[config.mk]
export PLATFORM = sky130hd
export DESIGN_NAME = ars_top
export DESIGN_NICKNAME = d
export VERILOG_FILES = /design/src/logic/ars_sync2.v /design/src/logic/ars_top.v
export VERILOG_INCLUDE_DIRS = /design/src /design/src/logic
export SDC_FILE = /design/constraint.sdc
export NUM_CORES = 1
export LEC_CHECK = 0
export BUFFER_PORTS_ARGS = -buffer_cell sky130_fd_sc_hd__buf_2
export CAP_MARGIN = 25
export CORE_AREA = 2 2 160 178
export CTS_CLUSTER_DIAMETER = 30
export DETAILED_ROUTE_END_ITERATION = 8
export DIE_AREA = 0 0 162 180
export GPL_TIMING_DRIVEN = 0
export PLACE_DENSITY_LB_ADDON = 0.12
export SYNTH_ARGS = -nofsm -noshare
export SYNTH_HDL_FRONTEND = slang
export SYNTH_SLANG_ARGS = --single-unit
[constraint.sdc]
create_clock -name clk_in -period 2.95 [get_ports clk_in]
set_input_delay 0 -clock clk_in [delete_from_list [all_inputs] [get_ports clk_in]]
set_output_delay 0 -clock clk_in [all_outputs]
set_load 0.005 [all_outputs]
[src/logic/ars_consts.vh]
`ifndef ARS_CONSTS_VH
`define ARS_CONSTS_VH

// timebase
`define ARS_CLK_MHZ 100
`define ARS_CLK_KHZ 100000

// disqualify and qualify times
`define ARS_LOCK_DISQ_MS 1000
`define ARS_REF_DISQ_MS 2500
`define ARS_LOCK_TIME_MS 1000
`define ARS_HOLD_PULSE_US 375

// mate clock cycles per 8 kHz frame at 8.192 MHz
`define ARS_MATE_NOMINAL 16'h0400

// mode pin codes {hi, lo}
`define ARS_MODE_NORMAL 2'b00
`define ARS_MODE_HOLD 2'b01
`define ARS_MODE_FREE 2'b10
`define ARS_MODE_AUTO 2'b11

// loop bandwidth codes
`define ARS_BW_1HZ8 2'b00
`define ARS_BW_922HZ 2'b01
`define ARS_BW_58HZ 2'b10

// register byte offsets
`define ARS_REG_CTRL 4'h0
`define ARS_REG_STATUS 4'h4
`define ARS_REG_MATE_CNT 4'h8

// control fields
`define ARS_CTRL_NOM_MSB 15
`define ARS_CTRL_FRAME_ONLY 16
`define ARS_CTRL_RESET 32'h0000_0400

// status fields
`define ARS_ST_SEL_LSB 0
`define ARS_ST_HOLD 2
`define ARS_ST_FAIL 3
`define ARS_ST_LOCK 4
`define ARS_ST_MVALID 5
`define ARS_ST_STATE_LSB 8

`endif

[src/logic/ars_sync2.v]
`timescale 1ns/1ps
// two-flop synchroniser; only the second stage is visible
module ars_sync2 #(
   parameter W = 1
) (
   input wire clk_in,
   input wire rst_b_in,
   input wire [W-1:0] d_in,
   output wire [W-1:0] q_out
);
   reg [W-1:0] meta_q;
   reg [W-1:0] sync_q;

   always @(posedge clk_in or negedge rst_b_in) begin
      if (!rst_b_in) begin
         meta_q <= {W{1'b0}};
         sync_q <= {W{1'b0}};
      end else begin
         meta_q <= d_in;
         sync_q <= meta_q;
      end
   end

   assign q_out = sync_q;
endmodule

[src/logic/ars_top.v]
// Overview of operation
// - mode 11 auto-picks in-range input a or b
// - auto mode: failed input swaps to other one
// - both failed: holdover, selection kept
// - reset or leaving mate input prefers a
// - auto mode drives select pins: 00 a, 01 b
// - auto: both out of range gives holdover
// - coarse fail forces holdover and failure outputs; in freerun mode only the failure output
// - auto: coarse fail lasting 1 s drops lock
// - auto: coarse fail lasting 2.5 s swaps input
// - recovery under 1 s keeps lock, input
// - auto: recovery 1 to 2.5 s restarts lock time
// - auto: out of range: fail, then swap under brief holdover
// - after range swap lock follows phase window
// - valid 8 kHz mate frame enables frame sync
// - mate frame valid only at nominal cycle count
// - output frame aligns to lagging mate edge
// - secondary master tracks mate, 922 Hz bandwidth
// - frame-only locking limited to 58 Hz
// - tie correction off only in secondary master
`timescale 1ns/1ps
`include "ars_consts.vh"
module ars_top #(
   parameter [31:0] LOCK_DISQ_CYC = `ARS_LOCK_DISQ_MS * `ARS_CLK_KHZ,
   parameter [31:0] REF_DISQ_CYC = `ARS_REF_DISQ_MS * `ARS_CLK_KHZ,
   parameter [31:0] LOCK_TIME_CYC = `ARS_LOCK_TIME_MS * `ARS_CLK_KHZ,
   parameter [31:0] HOLD_PULSE_CYC = `ARS_HOLD_PULSE_US * `ARS_CLK_MHZ
) (
   // clock and reset
   input wire clk_in,
   input wire rst_b_in,
   // mode pins
   input wire op_mode_pin_hi_in,
   input wire op_mode_pin_lo_in,
   input wire secondary_master_sel_in,
   input wire hitless_recovery_sel_in,
   // input choice pins, two-way
   input wire input_choice_pin_hi_in,
   input wire input_choice_pin_lo_in,
   output wire input_choice_pin_hi_out,
   output wire input_choice_pin_lo_out,
   output wire input_choice_pin_hi_oe_out,
   output wire input_choice_pin_lo_oe_out,
   // reference monitors
   input wire input_disrupted_internal_a_in,
   input wire input_disrupted_internal_b_in,
   input wire input_freq_out_of_range_a_in,
   input wire input_freq_out_of_range_b_in,
   input wire phase_in_window_in,
   // mate card link
   input wire mate_clock_input_in,
   input wire mate_frame_input_in,
   // indications and loop control
   output reg holdover_out,
   output reg ref_fail_out,
   output reg lock_out,
   output reg [1:0] sel_ref_out,
   output reg [1:0] loop_bw_out,
   output reg tie_corr_en_out,
   output reg realign_out,
   output reg mate_sync_valid_out,
   output reg frame_pulse_8k_pos_out,
   // avalon-mm slave
   input wire [3:0] avs_address_in,
   input wire avs_read_in,
   input wire avs_write_in,
   input wire [31:0] avs_writedata_in,
   output reg [31:0] avs_readdata_out,
   output wire avs_waitrequest_out
);
   localparam [4:0] S_NORM = 5'h01;
   localparam [4:0] S_HOLD = 5'h02;
   localparam [4:0] S_FREE = 5'h04;
   localparam [4:0] S_DISQ = 5'h08;
   localparam [4:0] S_SWAP = 5'h10;

   // pins from outside pass two flops
   wire [7:0] pin_s;
   ars_sync2 #(
      .W(8)
   ) u_sync (
      .clk_in(clk_in),
      .rst_b_in(rst_b_in),
      .d_in({op_mode_pin_hi_in, op_mode_pin_lo_in,
             secondary_master_sel_in, hitless_recovery_sel_in,
             input_choice_pin_hi_in, input_choice_pin_lo_in,
             mate_clock_input_in, mate_frame_input_in}),
      .q_out(pin_s)
   );
   wire [1:0] mode = pin_s[7:6];
   wire secondary_master_sel = pin_s[5];
   wire hitless_recovery_sel = pin_s[4];
   wire [1:0] pin_choice = pin_s[3:2];
   wire mclk_s = pin_s[1];
   wire mfrm_s = pin_s[0];
   wire auto_md = (mode == `ARS_MODE_AUTO);

   reg [4:0] state_q;
   reg [1:0] sel_q;
   reg auto_prev_q;
   reg [31:0] disq_cnt_q;
   reg [31:0] lock_cnt_q;
   reg [31:0] pulse_cnt_q;
   reg [31:0] ctrl_q;
   reg ack_q;
   reg mclk_prev_q;
   reg mfrm_prev_q;
   reg [15:0] mcnt_q;
   reg [15:0] mlast_q;
   reg [15:0] ocnt_q;
   reg align_pend_q;
   reg mvalid_q;

   wire [15:0] nominal = ctrl_q[`ARS_CTRL_NOM_MSB:0];

   // health of input a (0) or b (1)
   function bad;
      input dis;
      input oor;
      input use_oor;
      begin
         bad = dis | (use_oor & oor);
      end
   endfunction

   wire cur_dis = sel_q[1] ? 1'b0 :
      (sel_q[0] ? input_disrupted_internal_b_in :
                  input_disrupted_internal_a_in);
   wire cur_oor = sel_q[1] ? 1'b0 :
      (sel_q[0] ? input_freq_out_of_range_b_in :
                  input_freq_out_of_range_a_in);
   wire oth_dis = sel_q[0] ? input_disrupted_internal_a_in :
                             input_disrupted_internal_b_in;
   wire oth_oor = sel_q[0] ? input_freq_out_of_range_a_in :
                             input_freq_out_of_range_b_in;
   wire a_bad = bad(input_disrupted_internal_a_in,
                    input_freq_out_of_range_a_in, 1'b1);
   wire oth_bad = bad(oth_dis, oth_oor, 1'b1);
   wire cur_bad_auto = bad(cur_dis, cur_oor, 1'b1);

   // reference selection and mode state machine
   always @(posedge clk_in or negedge rst_b_in) begin
      if (!rst_b_in) begin
         state_q <= S_HOLD;
         sel_q <= 2'b00;
         auto_prev_q <= 1'b0;
         disq_cnt_q <= 32'h0000_0000;
         pulse_cnt_q <= 32'h0000_0000;
         lock_cnt_q <= 32'h0000_0000;
         lock_out <= 1'b0;
         realign_out <= 1'b0;
      end else begin
         auto_prev_q <= auto_md;
         realign_out <= 1'b0;
         // lock qualify: counts only while tracking inside window
         if (state_q == S_NORM && phase_in_window_in && !lock_out) begin
            if (lock_cnt_q >= LOCK_TIME_CYC - 32'h0000_0001)
               lock_out <= 1'b1;
            else
               lock_cnt_q <= lock_cnt_q + 32'h0000_0001;
         end
         if (!auto_md) begin
            // manual choice from pins; oor ignored here
            sel_q <= pin_choice[1] ? 2'b10 : {1'b0, pin_choice[0]};
            disq_cnt_q <= 32'h0000_0000;
            case (mode)
               `ARS_MODE_HOLD: state_q <= S_HOLD;
               `ARS_MODE_FREE: state_q <= S_FREE;
               default: begin
                  if (cur_dis) begin
                     state_q <= S_HOLD;
                  end else begin
                     if (state_q != S_NORM && !hitless_recovery_sel)
                        realign_out <= 1'b1;
                     state_q <= S_NORM;
                  end
               end
            endcase
         end else if (!auto_prev_q && sel_q[1]) begin
            // mate input cannot be used in auto; a first
            sel_q <= a_bad ? 2'b01 : 2'b00;
            state_q <= S_HOLD;
         end else begin
            case (state_q)
               S_NORM: begin
                  if (cur_dis) begin
                     state_q <= S_DISQ;
                     disq_cnt_q <= 32'h0000_0000;
                  end else if (cur_oor && oth_bad) begin
                     state_q <= S_HOLD;
                  end else if (cur_oor) begin
                     sel_q <= {1'b0, ~sel_q[0]};
                     state_q <= S_SWAP;
                     pulse_cnt_q <= 32'h0000_0000;
                     if (!phase_in_window_in) begin
                        lock_out <= 1'b0;
                        lock_cnt_q <= 32'h0000_0000;
                     end
                  end
               end
               S_DISQ: begin
                  // timer runs on clk, dropped on recovery
                  if (!cur_dis) begin
                     state_q <= S_NORM;
                     disq_cnt_q <= 32'h0000_0000;
                  end else begin
                     if (disq_cnt_q != REF_DISQ_CYC)
                        disq_cnt_q <= disq_cnt_q + 32'h0000_0001;
                     if (disq_cnt_q == LOCK_DISQ_CYC - 32'h0000_0001) begin
                        lock_out <= 1'b0;
                        lock_cnt_q <= 32'h0000_0000;
                     end
                     if (disq_cnt_q >= REF_DISQ_CYC - 32'h0000_0001 &&
                         !oth_bad) begin
                        sel_q <= {1'b0, ~sel_q[0]};
                        state_q <= S_NORM;
                        disq_cnt_q <= 32'h0000_0000;
                        lock_out <= 1'b0;
                        lock_cnt_q <= 32'h0000_0000;
                     end
                  end
               end
               S_SWAP: begin
                  // brief holdover while the loop moves over
                  if (pulse_cnt_q >= HOLD_PULSE_CYC - 32'h0000_0001)
                     state_q <= S_NORM;
                  else
                     pulse_cnt_q <= pulse_cnt_q + 32'h0000_0001;
               end
               default: begin
                  // holdover or freerun left from manual: seek good input
                  if (!cur_bad_auto) begin
                     state_q <= S_NORM;
                  end else if (!oth_bad) begin
                     sel_q <= {1'b0, ~sel_q[0]};
                     state_q <= S_NORM;
                  end else begin
                     state_q <= S_HOLD;
                  end
               end
            endcase
         end
      end
   end

   // indications, all registered
   always @(posedge clk_in or negedge rst_b_in) begin
      if (!rst_b_in) begin
         holdover_out <= 1'b1;
         ref_fail_out <= 1'b0;
         sel_ref_out <= 2'b00;
         loop_bw_out <= `ARS_BW_1HZ8;
         tie_corr_en_out <= 1'b1;
      end else begin
         holdover_out <= (state_q == S_HOLD) || (state_q == S_DISQ) ||
                         (state_q == S_SWAP);
         ref_fail_out <= (state_q == S_DISQ) || (state_q == S_SWAP) ||
                         cur_dis || (auto_md && cur_oor);
         sel_ref_out <= sel_q;
         tie_corr_en_out <= !secondary_master_sel;
         if (secondary_master_sel && sel_q[1] && ctrl_q[`ARS_CTRL_FRAME_ONLY])
            loop_bw_out <= `ARS_BW_58HZ;
         else if (secondary_master_sel && sel_q[1])
            loop_bw_out <= `ARS_BW_922HZ;
         else
            loop_bw_out <= `ARS_BW_1HZ8;
      end
   end

   // select pins become outputs only in auto mode
   assign input_choice_pin_hi_out = 1'b0;
   assign input_choice_pin_lo_out = sel_q[0];
   assign input_choice_pin_hi_oe_out = auto_md;
   assign input_choice_pin_lo_oe_out = auto_md;

   // mate clock and frame checking; frame assumed made from mate clock
   wire mclk_rise = mclk_s & ~mclk_prev_q;
   wire mfrm_rise = mfrm_s & ~mfrm_prev_q;
   wire track = mvalid_q && secondary_master_sel && sel_q[1];

   always @(posedge clk_in or negedge rst_b_in) begin
      if (!rst_b_in) begin
         mclk_prev_q <= 1'b0;
         mfrm_prev_q <= 1'b0;
         mcnt_q <= 16'h0000;
         mlast_q <= 16'h0000;
         mvalid_q <= 1'b0;
         mate_sync_valid_out <= 1'b0;
         align_pend_q <= 1'b0;
         ocnt_q <= 16'h0000;
         frame_pulse_8k_pos_out <= 1'b0;
      end else begin
         mclk_prev_q <= mclk_s;
         mfrm_prev_q <= mfrm_s;
         mate_sync_valid_out <= mvalid_q;
         if (mfrm_rise) begin
            // a frame is good only at the exact count
            mvalid_q <= ((mclk_rise ? mcnt_q + 16'h0001 : mcnt_q) ==
                         nominal);
            mlast_q <= mclk_rise ? mcnt_q + 16'h0001 : mcnt_q;
            mcnt_q <= 16'h0000;
            align_pend_q <= 1'b1;
         end else if (mclk_rise) begin
            mcnt_q <= mcnt_q + 16'h0001;
         end
         // output frame counter steps on mate clock edges
         if (mclk_rise && !mfrm_rise) begin
            if (align_pend_q && track) begin
               ocnt_q <= 16'h0000;
               frame_pulse_8k_pos_out <= 1'b1;
            end else if (ocnt_q >= nominal - 16'h0001) begin
               ocnt_q <= 16'h0000;
               frame_pulse_8k_pos_out <= 1'b1;
            end else begin
               ocnt_q <= ocnt_q + 16'h0001;
               frame_pulse_8k_pos_out <= 1'b0;
            end
            align_pend_q <= 1'b0;
         end
      end
   end

   // avalon slave: one wait state per access
   assign avs_waitrequest_out = (avs_read_in | avs_write_in) & ~ack_q;

   always @(posedge clk_in or negedge rst_b_in) begin
      if (!rst_b_in) begin
         ack_q <= 1'b0;
         ctrl_q <= `ARS_CTRL_RESET;
         avs_readdata_out <= 32'h0000_0000;
      end else begin
         ack_q <= (avs_read_in | avs_write_in) & ~ack_q;
         if (avs_write_in && !ack_q &&
             avs_address_in == `ARS_REG_CTRL)
            ctrl_q <= {15'h0000, avs_writedata_in[16:0]};
         if (avs_read_in && !ack_q) begin
            case (avs_address_in)
               `ARS_REG_CTRL: avs_readdata_out <= ctrl_q;
               `ARS_REG_STATUS: avs_readdata_out <=
                  {19'h00000, state_q, 2'b00, mvalid_q, lock_out,
                   ref_fail_out, holdover_out, sel_q};
               `ARS_REG_MATE_CNT: avs_readdata_out <= {16'h0000, mlast_q};
               default: avs_readdata_out <= 32'h0000_0000;
            endcase
         end
      end
   end
endmodule

# Word-level counts from Yosys, hierarchy flattened
# Cells that the tools add are included.
dict set report totals {
  elab_cells 199
  inputBits 53
  regBits 233
}
dict set report op_classes {
  add_sub_neg 6
  bitwise_logic 12
  reduce_logical 36
  order_cmp 4
  muxes 82
  n_eq_ne 32
}
# operator count
set op_table {}
lappend op_table {{$mux 32} 21}
lappend op_table {{$pmux 32 s2} 3}
lappend op_table {{$add 32x1->32 const B} 3}
lappend op_table {{$mux 16} 4}
lappend op_table {{$pmux 17 s3} 1}
lappend op_table {{$mux 5} 8}
lappend op_table {{$add 16x1->16 const B} 2}
lappend op_table {{$eq 32x27->1 const B} 1}
lappend op_table {{$ge 32x16->1 const B} 1}
lappend op_table {{$ge 32x27->1 const B} 1}
lappend op_table {{$ge 32x28->1 const B} 1}
lappend op_table {{$ne 32x28->1 const B} 1}
lappend op_table {{$mux 2} 14}
lappend op_table {{$mux 1} 27}
lappend op_table {{$eq 16x16->1} 1}
lappend op_table {{$ge 16x16->1} 1}
lappend op_table {{$logic_and 1x1->1} 16}
lappend op_table {{$ne 4x4->1 const B} 4}
lappend op_table {{$sub 16x1->16 const B} 1}
lappend op_table {{$pmux 5 s3} 1}
lappend op_table {{$ne 2x2->1 const B} 5}
lappend op_table {{$ne 5x1->1 const B} 2}
lappend op_table {{$ne 5x5->1 const B} 2}
lappend op_table {{$ne 4x3->1 const B} 2}
lappend op_table {{other kinds (27)} 49}

# Longest topological paths before layout
dict set report depth {
  word_depth 11
  mapped_depth 17
}

# Hierarchy
# Synthesis repeated with hierarchy kept, for this count alone.
dict set report hier_totals {
  cells_unflattened 1167
  hier_area_um2 11446.0
}
# module area_each_um2 instances cells_per_inst seq_area_each_um2
set by_module_without_submodules {}
lappend by_module_without_submodules {ars_top 11045.6 1 1151 5059.9}
lappend by_module_without_submodules {ars_sync2 400.4 1 16 400.4}

# Worst setup path before layout
# No wires, ideal clock.
dict set report synth_path {
  path_type {register to register}
  startpoint {register ctrl_q[4]}
  endpoint {register ocnt_q[10]}
  period_less_slack_ns 3.231
  path_stages_with_launch 18
  path_buffers 2
  setup_time_ns 0.072
  t_arrival_ns 3.159
  setup_slack_ns -0.281
  path_cell_list {dfrtp_1 -> clkbuf_1 -> nor3_1 -> nand2b_1 -> nor4_1 -> nand2_1 -> or2_2 -> nor4_1 -> xnor2_1 -> ha_1 -> a21oi_1 -> nor2b_1 -> o21ai_0 -> o211ai_1 -> a21o_1 -> and2_1 -> clkbuf_1 -> nor2_1}
}
dict set report synth_between {
  elab_chain_len 4
}
# element line
set synth_rtl {}
lappend synth_rtl {{start, declared} ars_top.v:104} ;# reg [31:0] ctrl_q;
lappend synth_rtl {{start signal, assigned} ars_top.v:329} ;# ctrl_q <= `ARS_CTRL_RESET;
lappend synth_rtl {{start signal, assigned} ars_top.v:335} ;# ctrl_q <= {15'h0000, avs_writedata_in[16:0]};
lappend synth_rtl {{$sub 16x1->16} ars_top.v:311} ;# end else if (ocnt_q >= nominal - 16'h0001) begin
lappend synth_rtl {{$ge 16x16->1} ars_top.v:311}
lappend synth_rtl {{$mux 16} ars_top.v:311}
lappend synth_rtl {{$mux 16} ars_top.v:308} ;# if (align_pend_q && track) begin
lappend synth_rtl {{end signal, assigned} ars_top.v:315} ;# ocnt_q <= ocnt_q + 16'h0001;
lappend synth_rtl {{end, declared} ars_top.v:110} ;# reg [15:0] ocnt_q;
# No other way between the ends.
# A chain may end at the register's enable or synchronous reset.

# Worst setup path after layout
dict set report layout_path {
  startpoint {register ctrl_q[2]}
  endpoint {register ocnt_q[4]}
}
# Same word-level chain as after synthesis.

==> impl_results.md <==
- # setup viols final: 9
- GRT overflow: 0
- End point of the critical path: ocnt_q[4]$_DFFE_PN0P_
- Worst-Margin Slew: 0.978 ns
- Tot Pwr: 10.8 mW
- Final hold vios: 0
- Io pins: 101
- Slew HR: 34.6%
- Root buffer cell: clkbuf_16
- Hold path depth: 5
- LEAKAGE: 6.44 nW
- WP data arrival: 3.52 ns
- Multi-input gate area: 5380 um^2
- Maximum clock frequency: 0.329 GHz
- Port bufs: 69
- Wirelength per Cell: 16.6 um
- Min-Delay Path Class: in2reg
- Starting Density: 40.4%
- Clock sink count: 218
- Cells on worst reg2reg path: 16
- Sequential share of power: 31.6%
- Synth area leaders: dfrtp_1 (48%), nor2_1 (4.9%), xnor2_1 (4.9%), xor2_1 (3.9%), ha_1 (2.9%)
- Final hold slack: 0.0236 ns
- Max-Cap Viols: 0
- R2R Setup Slk: -0.09 ns
- RSZ-0062 raised after global routing: yes
- DRC: 0
- Pwr dens: 747 nW/um^2
- Worst-path clk slew: 0.05 ns
- Setup_tns: -0.321 ns
- CP required: 3.44 ns
- Filler instances: 2539
- Post-synthesis register bit count: 218
- Final Skew: 0.0174 ns
- Antenna diodes: 0
- Worst Setup End Kind: register
- Final setup margin: -0.0859 ns
- VDD IR-drop max: 0.447 mV
- Critical Path Source: ctrl_q[2]$_DFFE_PN0P_
- Avg Cell Area, Syn: 9.76 um^2
- Final HPWL DP: 19300 um
- Startpoint types: register
- Total CTS buffers: 52
- Mapped cell area: 11100 um^2
- Via-to-Cell Ratio: 5.24
- Delay-heaviest family, CP: simple AND/OR/NAND/NOR gates
- Crit path max-delay cell type: dfrtp_2
- 1st-iter DRT viols: 586
- Comb pwr share: 10.2%
- # H-tree levels: 2
- Power share of the clock group: 58.2%
- Total die area: 29200 um^2
- Main synth FF type: dfrtp_1
- Die height: 180 um
- P_sw: 2.68 mW
- Pre-antenna DRT Iters: 6
- Total wire length: 28300 um
- Min cycle time layout: 3.04 ns
- Reg2reg end: ocnt_q[4]$_DFFE_PN0P_
- Sw frac: 24.9%
- Post-place setup slack: -0.583 ns
- Max clock buf depth: 3
- Vias in the first global route: 8802
- Final max-slew violation count: 0
- RePlAce Congestion: 0.843
- Outcome: finished, violations left
- Ys async rst share: 100%
- First-pass GRT wire length: 46800 um
- Unique cell type count in the Yosys netlist: 66
- RR Startpoint: ctrl_q[2]$_DFFE_PN0P_
- Period utilisation layout: 103%
- Dominant cell type by area after synthesis: dfrtp_1
- Core area: 27400 um^2
- Synth warnings: 0
- Via count: 8970
- Total GRT Usage: 19.8%
- Most common cell in the netlist: dfrtp_1
- Mapped Cells: 1132
- Initial antenna violation count: 0
- Post-synthesis sequential area ratio: 49.4%
- CTS tree: done
- Largest net degree at the start of global routing: 116
- Crit path largest cell delay: 0.44 ns
- Synth cell count leaders: dfrtp_1 (214), nor2_1 (145), nand2_1 (86)
- Final antenna-violating net count: 0
- Internal Power: 8.09 mW
- Max FO, Critical Path: 6
- Standard-cell row count: 64
- Nets@finish: 1384
- Layout area overhead: 30.4%
- Layout cells sized above 1: 19.7%
- Crit Path Category: reg2reg
- Post-synth EDFFs: 0
- Worst skew pair latency: 0.55 ns
- Synth top area share: 48.5%
- Worst path cell trace: nor3_4 > nand2b_1 > nor4_2 > nand2_1 > or2_4 > nor4_4 > xnor2_1 > ha_1 > a21oi_2 > nor2b_1 > o21ai_1 > o211ai_1 > a21o_2 > buf_6 > o21ai_2 > a22o_1
- Register area: 5460 um^2
- Crit path buffers/inverters: 1
- Die width: 162 um
- Violated checks: setup timing
- WP depth: 16
[worst min-delay path by stage]
stage                                      start                          to  slack (ns)
floorplan                               rst_b_in             ack_q$_DFF_PN0_       -0.30
global placement         hitless_recovery_sel_in  u_sync.meta_q[4]$_DFF_PN0_        0.11
detailed placement                      rst_b_in       ocnt_q[9]$_DFFE_PN0P_        0.11
CTS                 input_freq_out_of_range_a_in        sel_q[0]$_DFFE_PN0P_       0.006
global route             hitless_recovery_sel_in  u_sync.meta_q[4]$_DFF_PN0_        0.07
finish              input_freq_out_of_range_a_in        sel_q[0]$_DFFE_PN0P_        0.02
[metrics by stage]
stage | std cells | util [%] | instance area (um^2)
6_report | 1711 | 52.6 | 14400
5_1_grt | 1711 | 52.6 | 14400
4_1_cts | 1712 | 52.3 | 14300
3_5_place_dp | 1581 | 43.8 | 12000
3_3_place_gp | 1579 | 43.6 | 11900
2_1_floorplan | 1147 | - | 11100
[placed cells by master, fill, tap and decap left out, types with 12 or more instances in the layout]
cell type | netlist | layout
dlygate4sd3_1 | 0 | 29
and3_1 | 27 | 27
xor2_1 | 49 | 49
mux2_2 | 20 | 20
clkbuf_16 | 0 | 52
inv_1 | 31 | 31
nor3_1 | 37 | 33
clkbuf_1 | 40 | 37
xnor2_1 | 62 | 62
nor2_1 | 145 | 134
nand3_1 | 50 | 50
conb_1 | 1 | 16
bufinv_16 | 0 | 12
nand4_1 | 32 | 32
dfrtp_1 | 214 | 212
o21ai_0 | 60 | 56
ha_1 | 26 | 26
buf_2 | 7 | 74
nand2_1 | 86 | 86
a21oi_1 | 28 | 27
nor4_1 | 16 | 13
nor2b_1 | 31 | 31
buf_4 | 17 | 26
[flip-flops by register name (all words and copies together) (netlist names), 5 cells and up]
name              count
ctrl_q               17
avs_readdata_out     17
pulse_cnt_q          32
mcnt_q               16
mlast_q              16
ocnt_q               16
state_q               5
u_sync.meta_q         8
lock_cnt_q           32
disq_cnt_q           32
u_sync.q_out          8
[power groups by stage]
stage | registers, mW | logic (mW) | clock network, mW
finish | 3.40 | 1.10 | 6.27
CTS | 3.37 | 1.14 | 6.37
global placement | 3.41 | 1.04 | 0
floorplan | 3.34 | 0.738 | 0
global route | 3.42 | 1.24 | 6.56
detailed placement | 3.41 | 1.06 | 0
[logic make-up (layout without fill, tap and decap cells)]
kind of cell | Yosys count | count (layout) | share of synthesized area, %
and+or+nand+nor | 494 | 495 | 22.9
DFF | 218 | 218 | 49.4
AOI/OAI and AO/OA | 161 | 161 | 9.43
xor gates and xnor gates | 111 | 111 | 8.80
buffers and inverters | 95 | 295 | 3.88
adders and majority gates | 26 | 26 | 2.94
muxes | 26 | 26 | 2.58
other | 1 | 16 | 0.0339
[layer usage]
layer / global-route usage, % / share of wire (%) / up-vias
li1: - / - / 4330
met2: 31.7 / 47 / 191
met3: 3.62 / 4.1 / 54
met4: 6.37 / 2.6 / 0
met1: 27.2 / 46 / 4395
met5: 0 / 0 / -
[worst reg2reg max path: stages, from the launching register on]
cell and delay (ns):
dfrtp_2 0.44, nor3_4 0.18, nand2b_1 0.10, nor4_2 0.18, nand2_1 0.11, or2_4 0.27, nor4_4 0.14, xnor2_1 0.16
ha_1 0.28, a21oi_2 0.13, nor2b_1 0.06, o21ai_1 0.13, o211ai_1 0.12, a21o_2 0.27, buf_6 0.15, o21ai_2 0.12
a22o_1 0.13
[final cells by class]
type	instances	area share (%)
plain buffers	58	2.05
clock buffers	62	9.64
clock inverters	35	3.86
inverters	31	0.808
multi-input cells	835	37.4
flip-flops and latches	218	37.9
well taps	363	3.15
repair buffers	109	5.22
[repair_timing]
action,in CTS,in global routing
cloned,1,0
buffers inserted,6,3
pin swaps,11,11
setup endpoints to repair,67,81
gates resized for setup,21,26
endpoints found under the hold margin,134,0
hold buffers,29,0
Power figures use the tool's default switching activity.
